## src/usc_pkg.sv

```systemverilog
// package: register map, field positions, counts and states of the
// serial status-two / control-three block
// assumes byte addresses on the register bus, one word per register
package usc_pkg;
	localparam int ADDR_W = 5;
	localparam int DATA_W = 32;
	// register byte offsets
	localparam logic [4:0] OFS_STATUS_TWO    = 5'h00;
	localparam logic [4:0] OFS_CONTROL_THREE = 5'h04;
	localparam logic [4:0] OFS_DATA          = 5'h08;
	localparam logic [4:0] OFS_CONTROL       = 5'h0C;
	localparam logic [4:0] OFS_STATUS_ONE    = 5'h10;
	// serial_status_two fields
	localparam int S2_BRK   = 7;
	localparam int S2_EDGE  = 6;
	localparam int S2_RX_INVERT = 4;
	localparam int S2_WIDLE = 3;
	localparam int S2_LBRK  = 2;
	localparam int S2_EBD   = 1;
	localparam int S2_RAF   = 0;
	// serial_control_three fields
	localparam int C3_R9    = 7;
	localparam int C3_T9    = 6;
	localparam int C3_DIR   = 5;
	localparam int C3_TX_INVERT = 4;
	localparam int C3_OVERRUN_IRQ_ENABLE  = 3;
	localparam int C3_NOISE_IRQ_ENABLE  = 2;
	localparam int C3_FRAMING_IRQ_ENABLE  = 1;
	localparam int C3_PARITY_IRQ_ENABLE  = 0;
	// serial_control fields
	localparam int CTL_M9   = 0;
	localparam int CTL_LOOP = 1;
	localparam int CTL_RX_SOURCE_SELECT = 2;
	localparam int CTL_STBY = 3;
	localparam int CTL_SBK  = 4;
	// serial_status_one fields
	localparam int S1_TXRDY = 7;
	localparam int S1_FULL  = 5;
	localparam int S1_IDLE  = 4;
	localparam int S1_OR    = 3;
	localparam int S1_NF    = 2;
	localparam int S1_FE    = 1;
	localparam int S1_PF    = 0;
	// reset values
	localparam logic [7:0] S2_RESET  = 8'h00;
	localparam logic [7:0] C3_RESET  = 8'h00;
	localparam logic [7:0] CTL_RESET = 8'h00;
	// bit-time counts, 8-bit mode; 9-bit mode adds one
	localparam logic [3:0] BRK_DET_BASE = 4'hA;
	localparam logic [3:0] BRK_DET_EXT  = 4'hB;
	localparam logic [3:0] TX_BRK_BASE  = 4'hA;
	localparam logic [3:0] TX_BRK_LONG  = 4'hD;
	localparam logic [3:0] FRAME_BASE   = 4'hA;
	localparam logic [3:0] DATA_BITS    = 4'h8;
	localparam logic [3:0] CNT_MAX      = 4'hF;
	// transmit buffer
	localparam int TXW_W    = 9;
	localparam int TX_DEPTH = 8;
	typedef enum {RX_IDLE, RX_FRAME} usc_rx_state_t;
	typedef enum {TX_IDLE, TX_SHIFT, TX_BREAK} usc_tx_state_t;
endpackage

```

## src/usc_fifo.sv

```systemverilog
// first-in first-out buffer with valid/ready on both sides
// assumes one clock and a synchronous active-low reset
`timescale 1ns/1ps
module usc_fifo #(
	parameter int WIDTH = 9,
	parameter int DEPTH = 8
) (
	input  wire logic             mclk,
	input  wire logic             rst_n,
	input  wire logic             in_valid,
	output logic                  in_ready,
	input  wire logic [WIDTH-1:0] in_data,
	output logic                  out_valid,
	input  wire logic             out_ready,
	output logic      [WIDTH-1:0] out_data
);
	localparam int AW = $clog2(DEPTH);
	localparam logic [AW:0] FULL_CNT = (AW+1)'(DEPTH);

	logic [WIDTH-1:0] mem [DEPTH];
	logic [AW-1:0]    wr_ptr_r, wr_ptr_nxt, rd_ptr_r, rd_ptr_nxt;
	logic [AW:0]      cnt_r, cnt_nxt;
	logic             push, pop;

	// pointer and count update; full and empty straight from the count
	always_comb begin
		push       = in_valid && in_ready;
		pop        = out_valid && out_ready;
		wr_ptr_nxt = push ? wr_ptr_r + 1'b1 : wr_ptr_r;
		rd_ptr_nxt = pop ? rd_ptr_r + 1'b1 : rd_ptr_r;
		cnt_nxt    = cnt_r + (AW+1)'(push) - (AW+1)'(pop);
	end

	assign in_ready  = (cnt_r != FULL_CNT);
	assign out_valid = (cnt_r != '0);
	assign out_data  = mem[rd_ptr_r];

	// storage is not reset; only the pointers and the count need a defined state
	always_ff @(posedge mclk) begin
		if (push) begin
			mem[wr_ptr_r] <= in_data;
		end
	end

	always_ff @(posedge mclk) begin
		if (!rst_n) begin
			wr_ptr_r <= '0;
			rd_ptr_r <= '0;
			cnt_r    <= '0;
		end else begin
			wr_ptr_r <= wr_ptr_nxt;
			rd_ptr_r <= rd_ptr_nxt;
			cnt_r    <= cnt_nxt;
		end
	end
endmodule

```

## src/usc_top.sv

```systemverilog
// serial line status-two / control-three logic with a small framer
// assumes bit_tick pulses once per bit time, centred in the bit, from an
// outside rate generator; pins are synchronous to mclk
//
// Function
// - break recognised sets break flag; one clears
// - active rx edge sets edge flag; one clears
// - rx inversion applies to whole received frame
// - standby idle sets idle flag only if enabled
// - tx break 10 or 13 bits, plus nine-bit
// - long break setting leaves framing check alone
// - break threshold 10 or 11 bits, plus nine-bit
// - extended break blocks framing and full flags
// - active flag set on start, cleared on idle
// - ninth received bit shown in control-three bit 7
// - ninth tx bit captured with data write
// - single-wire direction bit steers tx pin
// - tx inversion applies to whole sent frame
// - overrun and noise flags request interrupt
// - framing and parity flags request interrupt
// - data length bit selects 8/9 data bits
`timescale 1ns/1ps
module usc_top (
	input  wire logic                        mclk,
	input  wire logic                        rst_n,
	input  wire logic [usc_pkg::ADDR_W-1:0]  avs_address,
	input  wire logic                        avs_read,
	input  wire logic                        avs_write,
	input  wire logic [usc_pkg::DATA_W-1:0]  avs_writedata,
	output logic      [usc_pkg::DATA_W-1:0]  avs_readdata,
	output logic                             avs_waitrequest,
	input  wire logic                        bit_tick,
	input  wire logic                        rxd_i,
	input  wire logic                        txd_i,
	output logic                             txd_o,
	output logic                             txd_oe,
	input  wire logic                        noise_flag_i,
	input  wire logic                        parity_error_flag_i,
	output logic                             err_irq
);
	import usc_pkg::*;

	// bus side
	logic [DATA_W-1:0] rdata_r, rdata_nxt;
	logic        resp_r, resp_nxt, wait_r, wait_nxt;
	logic        wr_acc, rd_acc, wr_s2, wr_c3, wr_ctl, wr_dat, rd_dat;
	// register state
	logic [7:0]  s2_r, s2_nxt, c3_r, c3_nxt, ctl_r, ctl_nxt;
	logic [7:0]  rx_data_r, rx_data_nxt;
	logic        full_r, full_nxt, idle_r, idle_nxt;
	logic        ovr_r, ovr_nxt, fe_r, fe_nxt;
	// receiver
	usc_rx_state_t rx_st_r, rx_st_nxt;
	logic [8:0]  rx_sh_r, rx_sh_nxt;
	logic [3:0]  rx_cnt_r, rx_cnt_nxt, low_r, low_nxt;
	logic [3:0]  hi_r, hi_nxt, brk_thr, frame_len, nbits;
	logic        rx_prev_r, arm_r, arm_nxt;
	logic        rx_src, rx_in, edge_evt, brk_evt, idle_evt;
	logic        start_evt, char_evt, stop_bad, m9, single_wire;
	// transmitter
	usc_tx_state_t tx_st_r, tx_st_nxt;
	logic [9:0]  tx_sh_r, tx_sh_nxt;
	logic [3:0]  tx_cnt_r, tx_cnt_nxt, tx_brk_len;
	logic        tx_line_r, tx_line_nxt;
	logic        txd_r, txd_oe_r, irq_r;
	logic        fifo_in_ready, fifo_out_valid, fifo_pop;
	logic [TXW_W-1:0] fifo_out;

	assign m9          = ctl_r[CTL_M9];
	assign single_wire = ctl_r[CTL_LOOP] && ctl_r[CTL_RX_SOURCE_SELECT];
	assign nbits       = DATA_BITS + {3'h0, m9};
	assign frame_len   = FRAME_BASE + {3'h0, m9};
	assign brk_thr     = (s2_r[S2_EBD] ? BRK_DET_EXT : BRK_DET_BASE)
		+ {3'h0, m9};
	assign tx_brk_len  = (s2_r[S2_LBRK] ? TX_BRK_LONG : TX_BRK_BASE)
		+ {3'h0, m9};

	// bus handshake: one wait cycle, a full buffer stalls data writes
	always_comb begin
		resp_nxt = (avs_read || avs_write) && !resp_r
			&& !(avs_write && avs_address == OFS_DATA && !fifo_in_ready);
		wait_nxt = !resp_nxt;
		wr_acc   = resp_r && avs_write;
		rd_acc   = resp_r && avs_read;
		wr_s2    = wr_acc && avs_address == OFS_STATUS_TWO;
		wr_c3    = wr_acc && avs_address == OFS_CONTROL_THREE;
		wr_ctl   = wr_acc && avs_address == OFS_CONTROL;
		wr_dat   = wr_acc && avs_address == OFS_DATA;
		rd_dat   = rd_acc && avs_address == OFS_DATA;
		rdata_nxt = rdata_r;
		if (resp_nxt && avs_read) begin
			rdata_nxt = '0; // unmapped reads answer zero
			unique case (avs_address)
				OFS_STATUS_TWO:    rdata_nxt[7:0] = s2_r;
				OFS_CONTROL_THREE: rdata_nxt[7:0] = c3_r;
				OFS_CONTROL:       rdata_nxt[7:0] = ctl_r;
				OFS_DATA:          rdata_nxt[7:0] = rx_data_r;
				OFS_STATUS_ONE: begin
					rdata_nxt[S1_TXRDY] = fifo_in_ready;
					rdata_nxt[S1_FULL]  = full_r;
					rdata_nxt[S1_IDLE]  = idle_r;
					rdata_nxt[S1_OR]    = ovr_r;
					rdata_nxt[S1_NF]    = noise_flag_i;
					rdata_nxt[S1_FE]    = fe_r;
					rdata_nxt[S1_PF]    = parity_error_flag_i;
				end
				default: rdata_nxt = '0;
			endcase
		end
	end

	always_ff @(posedge mclk) begin
		if (!rst_n) begin
			resp_r  <= 1'b0;
			wait_r  <= 1'b1;
			rdata_r <= '0;
		end else begin
			resp_r  <= resp_nxt;
			wait_r  <= wait_nxt;
			rdata_r <= rdata_nxt;
		end
	end

	// receive source: pin, internal loop or shared tx pin
	always_comb begin
		if (ctl_r[CTL_LOOP]) begin
			rx_src = ctl_r[CTL_RX_SOURCE_SELECT] ? txd_i : tx_line_r;
		end else begin
			rx_src = rxd_i;
		end
		rx_in    = rx_src ^ s2_r[S2_RX_INVERT];
		edge_evt = rx_prev_r && !rx_in;
	end

	// receiver framing, low-run and high-run counters
	always_comb begin
		rx_st_nxt  = rx_st_r;
		rx_sh_nxt  = rx_sh_r;
		rx_cnt_nxt = rx_cnt_r;
		low_nxt    = low_r;
		hi_nxt     = hi_r;
		arm_nxt    = arm_r;
		start_evt  = 1'b0;
		char_evt   = 1'b0;
		stop_bad   = 1'b0;
		brk_evt    = bit_tick && !rx_in && (low_r == brk_thr - 4'h1);
		idle_evt   = bit_tick && rx_in && arm_r
			&& (hi_r == frame_len - 4'h1);
		if (bit_tick) begin
			low_nxt = rx_in ? 4'h0 : (low_r == CNT_MAX ? low_r : low_r + 4'h1);
			hi_nxt  = !rx_in ? 4'h0 : (hi_r == CNT_MAX ? hi_r : hi_r + 4'h1);
			if (!rx_in) begin
				arm_nxt = 1'b1;
			end else if (idle_evt) begin
				arm_nxt = 1'b0;
			end
			unique case (rx_st_r)
				RX_IDLE: if (!rx_in) begin
					start_evt  = 1'b1;
					rx_st_nxt  = RX_FRAME;
					rx_cnt_nxt = 4'h0;
				end
				RX_FRAME: if (rx_cnt_r != nbits) begin
					rx_sh_nxt  = {rx_in, rx_sh_r[8:1]};
					rx_cnt_nxt = rx_cnt_r + 4'h1;
				end else begin
					char_evt  = 1'b1;
					stop_bad  = !rx_in;
					rx_st_nxt = RX_IDLE;
				end
			endcase
		end
	end

	always_ff @(posedge mclk) begin
		if (!rst_n) begin
			rx_st_r   <= RX_IDLE;
			rx_sh_r   <= '0;
			rx_cnt_r  <= '0;
			low_r     <= '0;
			hi_r      <= '0;
			arm_r     <= 1'b0;
			rx_prev_r <= 1'b1;
		end else begin
			rx_st_r   <= rx_st_nxt;
			rx_sh_r   <= rx_sh_nxt;
			rx_cnt_r  <= rx_cnt_nxt;
			low_r     <= low_nxt;
			hi_r      <= hi_nxt;
			arm_r     <= arm_nxt;
			rx_prev_r <= rx_in;
		end
	end

	// registers and flags; a hardware set wins over any clear
	always_comb begin
		s2_nxt      = s2_r;
		c3_nxt      = c3_r;
		ctl_nxt     = ctl_r;
		rx_data_nxt = rx_data_r;
		full_nxt    = full_r;
		idle_nxt    = idle_r;
		ovr_nxt     = ovr_r;
		fe_nxt      = fe_r;
		if (wr_s2) begin
			s2_nxt[S2_RX_INVERT:S2_EBD] = avs_writedata[S2_RX_INVERT:S2_EBD];
			s2_nxt[S2_BRK]  = s2_r[S2_BRK] && !avs_writedata[S2_BRK];
			s2_nxt[S2_EDGE] = s2_r[S2_EDGE] && !avs_writedata[S2_EDGE];
		end
		if (wr_c3) begin
			c3_nxt[C3_T9:C3_PARITY_IRQ_ENABLE] = avs_writedata[C3_T9:C3_PARITY_IRQ_ENABLE];
		end
		if (wr_ctl) begin
			ctl_nxt[CTL_SBK:CTL_M9] = avs_writedata[CTL_SBK:CTL_M9];
		end
		if (rd_dat) begin
			// one-step clear: reading the data word retires the char
			full_nxt = 1'b0;
			idle_nxt = 1'b0;
			ovr_nxt  = 1'b0;
			fe_nxt   = 1'b0;
		end
		if (brk_evt) begin
			s2_nxt[S2_BRK] = 1'b1;
		end
		if (edge_evt) begin
			s2_nxt[S2_EDGE] = 1'b1;
		end
		if (start_evt) begin
			s2_nxt[S2_RAF] = 1'b1;
		end else if (idle_evt) begin
			s2_nxt[S2_RAF] = 1'b0;
		end
		if (idle_evt && (!ctl_r[CTL_STBY] || s2_r[S2_WIDLE])) begin
			idle_nxt = 1'b1;
		end
		// no delivery while extended break detect is on
		if (char_evt && !s2_r[S2_EBD] && !ctl_r[CTL_STBY]) begin
			if (full_r && !rd_dat) begin
				ovr_nxt = 1'b1; // new char lost
			end else begin
				full_nxt       = 1'b1;
				fe_nxt         = stop_bad;
				rx_data_nxt    = m9 ? rx_sh_r[7:0] : rx_sh_r[8:1];
				c3_nxt[C3_R9]  = m9 && rx_sh_r[8];
			end
		end
		s2_nxt[S2_EDGE-1] = 1'b0; // unused bit reads zero
	end

	always_ff @(posedge mclk) begin
		if (!rst_n) begin
			s2_r      <= S2_RESET;
			c3_r      <= C3_RESET;
			ctl_r     <= CTL_RESET;
			rx_data_r <= '0;
			full_r    <= 1'b0;
			idle_r    <= 1'b0;
			ovr_r     <= 1'b0;
			fe_r      <= 1'b0;
		end else begin
			s2_r      <= s2_nxt;
			c3_r      <= c3_nxt;
			ctl_r     <= ctl_nxt;
			rx_data_r <= rx_data_nxt;
			full_r    <= full_nxt;
			idle_r    <= idle_nxt;
			ovr_r     <= ovr_nxt;
			fe_r      <= fe_nxt;
		end
	end

	// tx words carry the ninth bit as it stood at the data write
	usc_fifo #(
		.WIDTH (TXW_W),
		.DEPTH (TX_DEPTH)
	) u_tx_fifo (
		.mclk      (mclk),
		.rst_n     (rst_n),
		.in_valid  (wr_dat),
		.in_ready  (fifo_in_ready),
		.in_data   ({c3_r[C3_T9], avs_writedata[7:0]}),
		.out_valid (fifo_out_valid),
		.out_ready (fifo_pop),
		.out_data  (fifo_out)
	);

	// transmitter: a queued break goes ahead of buffered data
	always_comb begin
		tx_st_nxt   = tx_st_r;
		tx_sh_nxt   = tx_sh_r;
		tx_cnt_nxt  = tx_cnt_r;
		tx_line_nxt = tx_line_r;
		fifo_pop    = 1'b0;
		if (bit_tick) begin
			unique case (tx_st_r)
				TX_IDLE: if (ctl_r[CTL_SBK]) begin
					tx_st_nxt   = TX_BREAK;
					tx_cnt_nxt  = tx_brk_len - 4'h1;
					tx_line_nxt = 1'b0;
				end else if (fifo_out_valid) begin
					fifo_pop    = 1'b1;
					tx_st_nxt   = TX_SHIFT;
					tx_sh_nxt   = m9 ? {1'b1, fifo_out}
						: {2'b11, fifo_out[7:0]};
					tx_cnt_nxt  = frame_len - 4'h1;
					tx_line_nxt = 1'b0;
				end
				TX_SHIFT: if (tx_cnt_r == 4'h0) begin
					tx_st_nxt   = TX_IDLE;
					tx_line_nxt = 1'b1;
				end else begin
					tx_line_nxt = tx_sh_r[0];
					tx_sh_nxt   = {1'b1, tx_sh_r[9:1]};
					tx_cnt_nxt  = tx_cnt_r - 4'h1;
				end
				TX_BREAK: if (tx_cnt_r == 4'h0) begin
					tx_st_nxt   = TX_IDLE;
					tx_line_nxt = 1'b1;
				end else begin
					tx_cnt_nxt  = tx_cnt_r - 4'h1;
				end
			endcase
		end
	end

	// pin drive and error request, registered for clean outputs
	always_ff @(posedge mclk) begin
		if (!rst_n) begin
			tx_st_r   <= TX_IDLE;
			tx_sh_r   <= '0;
			tx_cnt_r  <= '0;
			tx_line_r <= 1'b1;
			txd_r     <= 1'b1;
			txd_oe_r  <= 1'b1;
			irq_r     <= 1'b0;
		end else begin
			tx_st_r   <= tx_st_nxt;
			tx_sh_r   <= tx_sh_nxt;
			tx_cnt_r  <= tx_cnt_nxt;
			tx_line_r <= tx_line_nxt;
			txd_r     <= tx_line_r ^ c3_r[C3_TX_INVERT];
			txd_oe_r  <= !single_wire || c3_r[C3_DIR];
			irq_r     <= (ovr_r && c3_r[C3_OVERRUN_IRQ_ENABLE])
				|| (noise_flag_i && c3_r[C3_NOISE_IRQ_ENABLE])
				|| (fe_r && c3_r[C3_FRAMING_IRQ_ENABLE])
				|| (parity_error_flag_i && c3_r[C3_PARITY_IRQ_ENABLE]);
		end
	end

	assign avs_readdata    = rdata_r;
	assign avs_waitrequest = wait_r;
	assign txd_o           = txd_r;
	assign txd_oe          = txd_oe_r;
	assign err_irq         = irq_r;

	// helper: bit times spent in the break state
	logic [3:0] brk_ticks_r;
	always_ff @(posedge mclk) begin
		if (!rst_n || tx_st_r != TX_BREAK) begin
			brk_ticks_r <= '0;
		end else if (bit_tick) begin
			brk_ticks_r <= brk_ticks_r + 4'h1;
		end
	end
endmodule

```

## config.mk

```make
export PLATFORM = sky130hd
export DESIGN_NAME = usc_top
export DESIGN_NICKNAME = d
export VERILOG_FILES = /design/src/usc_pkg.sv /design/src/usc_fifo.sv /design/src/usc_top.sv
export SDC_FILE = /design/constraint.sdc
export NUM_CORES = 1
export LEC_CHECK = 0
export BUFFER_PORTS_ARGS = -buffer_cell sky130_fd_sc_hd__buf_2
export CORE_UTILIZATION = 50
export DETAILED_ROUTE_END_ITERATION = 16
export GPL_TIMING_DRIVEN = 0
export PLACE_DENSITY_LB_ADDON = 0.12
export SLEW_MARGIN = 20
export SYNTH_ARGS = -nofsm -noshare
export SYNTH_HDL_FRONTEND = slang
export SYNTH_SLANG_ARGS = --single-unit
export TNS_END_PERCENT = 20
```

## constraint.sdc

```tcl
create_clock -name mclk -period 6.5 [get_ports mclk]
set_input_delay 0.65 -clock mclk [delete_from_list [all_inputs] [get_ports mclk]]
set_output_delay 0.65 -clock mclk [all_outputs]
set_load 0.01 [all_outputs]
```

**Word-level counts from Yosys, hierarchy flattened**

Memories as Yosys holds them, arrays and structs flattened. A register that Yosys moved wholly into a read port is not among the register bits.
Cells that the tools add are included.

- Memories kept: 1
- Output and inout bits: 36
- Word-level logic and storage cells: 219
- Bits in writable memories: 72
- Bits in latches: 0
- Bits of input ports: 46
- Bits in read-only memories: 0
- Register bits: 158

Memory list:

| memory | depth | bits a word | read ports | clocked after Yosys merged registers in | write ports | RTL line | RTL |
|---|---|---|---|---|---|---|---|
| u_tx_fifo.mem | 8 | 9 | 1 | 1 | 1 | usc_fifo.sv:20 | `logic [WIDTH-1:0] mem [DEPTH];` |

- Equality and inequality tests: 26
- Shift operators: 0
- Divide/modulo/power cells: 0
- Reductions and logical operators: 71
- Bitwise logic cells: 3
- Magnitude comparators: 0
- $mul: 0
- Add/subtract/negate cells: 15
- Mux-type cells: 70

Operator list:

| operator | count |
|---|---|
| 2-to-1 mux 32 bit | 5 |
| case mux 32 bit (2 select lines) | 2 |
| == test 32 x 1 -> 1 bit, second input constant | 2 |
| zero test 32 bit | 2 |
| 2-to-1 mux 1 bit | 38 |
| 2-to-1 mux 4 bit | 9 |
| == test 32 x 2 -> 1 bit, second input constant | 1 |
| logical AND 1 bit | 32 |
| 2-to-1 mux 10 bit | 3 |
| case mux 6 bit (5 select lines) | 1 |
| case mux 10 bit (2 select lines) | 1 |
| inequality test 2 bit, second input constant | 9 |
| AND reduction 3 bit | 6 |
| case mux 4 bit (2 select lines) | 2 |
| subtractor 4 x 1 -> 4 bit, second input constant | 4 |
| adder 4 x 1 -> 4 bit | 3 |
| adder 4 x 1 -> 4 bit, second input constant | 3 |
| zero test 1 bit | 11 |
| == test 5 x 4 -> 1 bit, second input constant | 2 |
| nonzero test 2 bit | 5 |
| 2-to-1 mux 3 bit | 3 |
| 2-to-1 mux 9 bit | 1 |
| adder 4 x 1 -> 4 bit, first input constant | 2 |
| == test 4 bit | 2 |
| 22 further kinds | 36 |

**Longest topological paths before layout**

- Depth in word-level cells: 9
- Gate-level depth with buffers: 11
- Depth with buffers taken out: 11

**Modules after synthesis**

A second synthesis with hierarchy kept.

- Cells, all modules: 677
- Area total of the unflattened synthesis: 7,973.9 µm²

By module, submodules not included:

| module | instances | area each (µm²) | cells an instance |
|---|---|---|---|
| usc_top | 1 | 4,489.3 | 495 |
| usc_fifo | 1 | 3,484.6 | 182 |

**Worst setup path after synthesis**

OpenSTA, ideal clock, no wires.

- Path kind: input to register
- From: input port avs_address[4] in the netlist's numbering
- To: memory u_tx_fifo.mem[0][0], enable pin
- Stages: 6
- Library setup time: 0.387 ns
- Data required time: 6.113 ns
- Buffers on the path: 1
- Arrival time: 2.592 ns
- Setup slack: 3.522 ns
- Cells stage by stage: or3_1 buf_6 or4_4 inv_2 nand2b_1 nor3_1

- Longest elaborated chain between the ends: 5

RTL lines:

| what | RTL line | RTL |
|---|---|---|
| start, declared | usc_top.sv:26 | `input wire logic [usc_pkg::ADDR_W-1:0] avs_address,` |
| == test 5 x 4 -> 1 bit | usc_top.sv:88 | `wr_dat = wr_acc && avs_address == OFS_DATA;` |
| logical AND 1 bit | usc_top.sv:88 |  |
| logical AND 1 bit | usc_fifo.sv:27 | `push = in_valid && in_ready;` |
| net u_tx_fifo.push | usc_fifo.sv:23 | `logic push, pop;` |
| 2-to-1 mux 1 bit | usc_fifo.sv:40 | `if (push) begin` |
| 2-to-1 mux 1 bit (not written as such) | usc_fifo.sv:41 | `mem[wr_ptr_r] <= in_data;` |
| end, declared | usc_fifo.sv:20 |  |

The timed path passes the listed nets, and every way through them passes these cells.

**Final worst setup path**

- From: input port avs_address[4] in the netlist's numbering
- To: memory u_tx_fifo.mem[2][8], enable pin

Same word-level chain as after synthesis.

==> qor.yml <==
outcome: "complete, no violations"
finalMaxSlewViolations: 0
cts-resized-gates: 0
deepest_level_of_the_cts_h_tree: 4
tritoncts: "yes"
placed_cells: 932
mostFrequentLayoutCells: "dfxtp_1 (99), edfxtp_1 (72), nand2_1 (63), nor2_1 (51), mux2i_1 (51)"
synth_edf_count: 72
rsz0062_at_grt: "false"
grt_overflow: 0
timing.hold.worst.start: "tx_sh_r[9]"
total_track_usage_pct: 23.78
totalPowerFinal_mw: 2.670
cts.repair_timing.setup_buffer_count: 0
power.ir.vdd_worst_v: 0.0002080
worst-path-max-fanout: 9
setup_viol: 0
die-height_um: 126.8
cp_required_ps: 6550
yosys_most_used_dff: "dfxtp_1"
cts.reportedPaths.clkPinSlew_ps: 60
fmax_mhz: 336.4
post-place-ws_ps: 3144
final_clock_period_utilization_by_the_worst_path_pct: 45.73
cts.sink_count: 171
ant_nets: 0
start_kind: "input port"
timing_worst_setup_path_type: "in2reg"
setup_tns_ps: 0
yosysUniqueCellTypes: 68
worst_r2r_startpoint: "u_tx_fifo.cnt_r[2]"
synthesis.instances: 688
die_w_um: 126.8
synthArstFlopShare_pct: 0
tightestPinTransition_ps: 1071
vias: 5419
drive_above_1_share_pct: 17.53
hold_class: "reg2reg"
design.portCount: 82
root_buffer: "clkbuf_16"
port_buffers: 31
max_slew_margin_pct: 28.32
detailed_place_hpwl_mm: 13.04
period_needed_ps: 2972
syn_avg_cell_area_um2: 11.31
layout.nets: 827
final-seq-area_um2: 4144
place_area_um2: 8283
placementRows: 45
first_iter_violations: 488
report.final.hold_viol_count: 0
area_growth_pct: 13.52
powerDensity_nw_per_um2: 302.3
synth-seq-cells: 171
detail_route.wl_per_cell_um: 18.88
antenna_violations_before_repair: 0
final_critical_path_setup_slack_ps: 3528
clock_path_buffers: 2
initial_core_util_pct: 51.19
holdBufCountCts: 0
cellLeakagePower_nw: 3.234
crit_reg_reg_endpoint: "u_tx_fifo.mem[2][8]"
multi_input_comb_area_um2: 3319
first_global_vias: 5347
syn-cell-area_um2: 7781
grt_start_max_net_pins: 17
worst-endpoint-arrival_ps: 3020
vias_per_cell: 5.621
drtPass1Iterations: 5
gp_congestion: 0.8714
antenna_cells_inserted: 0
fp.dieArea_um2: 16070
core-area_um2: 15200
timing.reg2reg.worst_path_depth: 7
postRouteWirelength_mm: 18.20
timing.hold.worst_path_depth: 1
layout.cells.most_common: "dfxtp_1"
finalInstanceArea_um2: 8833
r2r_setup_slack_ps: 3710
grt_pass1_wl_mm: 28.52
cts-buffers-inserted: 17
ys_seq_area_share_pct: 53.26
yosysWarningCount: 0
skew_ps: 8.125
clock_insertion_delay_worst_skew_ps: 430
timing.hold.worst_endpoint: "tx_sh_r[9]"
layout.filler_cells: 1278
remaining_drc_errors: 0
max_cap_viol_count: 0
critPathCaptureType: "flip-flop"
instances_no_fill: 964
==> sequential cells by signal (all words and copies together), names as in the netlist, 2 cells and up, named ones only <==
register	flops
tx_cnt_r	4
u_tx_fifo.mem	72
hi_r	4
ctl_r	5
s2_r	7
avs_readdata	8
tx_st_r	2
low_r	4
tx_sh_r	10
rx_cnt_r	4
u_tx_fifo.wr_ptr_r	3
u_tx_fifo.rd_ptr_r	3
c3_r	8
rx_data_r	8
rx_sh_r	9
u_tx_fifo.cnt_r	4
==> layer usage <==
| layer | routed length (um) | GRT usage [%] | part of all wire [%] |
|---|---|---|---|
| met2 | 9265 | 41.11 | 51 |
| met1 | 7724 | 29.41 | 42 |
| met3 | 743 | 4.808 | 4.1 |
| met4 | 469 | 9.034 | 2.6 |
| met5 | 0 | 0 | 0 |
==> stage by stage <==
stage	utilization (%)	hold slack [ps]
2_1_floorplan	-	431.6
3_3_place_gp	54.32	438.6
3_5_place_dp	54.49	445.6
4_1_cts	58.11	462.0
5_1_grt	58.11	477.2
6_report	58.11	460.2
==> synth_stat cells (all sizes together), types with 4 or more instances <==
cell type,count,area share (%)
buf,31,2.8
o21ai,17,1.1
edfxtp,72,28
inv,23,1.1
mux2,12,1.7
and3,12,0.96
and2,4,0.34
dfxtp,99,25
nand2b,11,0.88
ha,17,2.7
mux4,17,4.9
o22ai,5,0.40
o2bb2ai,9,1.0
a21oi,29,1.9
nor3,8,0.64
nor2,51,2.5
nor3b,6,0.58
nand2,63,3.0
nand4,7,0.56
o221ai,8,0.90
xor2,6,0.68
mux2i,51,6.6
clkbuf,29,1.4
nand3,18,1.2
or3,4,0.32
a211oi,9,1.0
or4,5,0.55
xnor2,8,0.90
nor2b,7,0.56
==> area by class of cell <==
cell class	instances	share of cell area, %
flip-flops and latches	171	46.91
multi-input cells	457	37.58
clock buffers	17	4.816
plain buffers	60	3.711
well taps	188	2.663
repair buffers	33	1.926
clock inverters	15	1.416
inverters	23	0.9773
==> cell families (layout without fill, tap and decap cells) <==
logic type	count (synthesis)	count (layout)	share of synthesized area (%)
simple gates	209	209	13.38
flops	171	171	53.26
compound gates	112	112	10.21
buf+inv	83	148	5.322
mux	80	80	13.22
fa+ha+maj	18	18	2.991
xor+xnor	14	14	1.576
other cells	1	24	0.04819
==> how the worst max path moves through the flow <==
| stage | start | end | slack (ps) | depth (start not counted) |
|---|---|---|---|---|
| floorplan | avs_address[4] | u_tx_fifo.mem[0][0] | 3520 | 6 |
| global placement | avs_address[4] | u_tx_fifo.mem[1][7] | 2800 | 7 |
| detailed placement | avs_address[4] | u_tx_fifo.mem[4][7] | 3140 | 7 |
| CTS | avs_address[4] | u_tx_fifo.mem[4][2] | 3590 | 7 |
| global route | avs_address[4] | u_tx_fifo.mem[2][8] | 3460 | 7 |
| finish | avs_address[4] | u_tx_fifo.mem[2][8] | 3530 | 7 |
==> report_power, final <==
part	internal, mW	switching (mW)
logic	0.208	0.291
clock network	0.526	0.422
registers	1.18	0.0440
total	1.91	0.757
==> critical path: stages <==
cell	delay (ps)
buf_2	140
or3_1	390
buf_6	150
or4_4	560
inv_2	110
nand2b_1	160
nor2_1	850
Note: power is estimated with default switching activity, not from simulation.
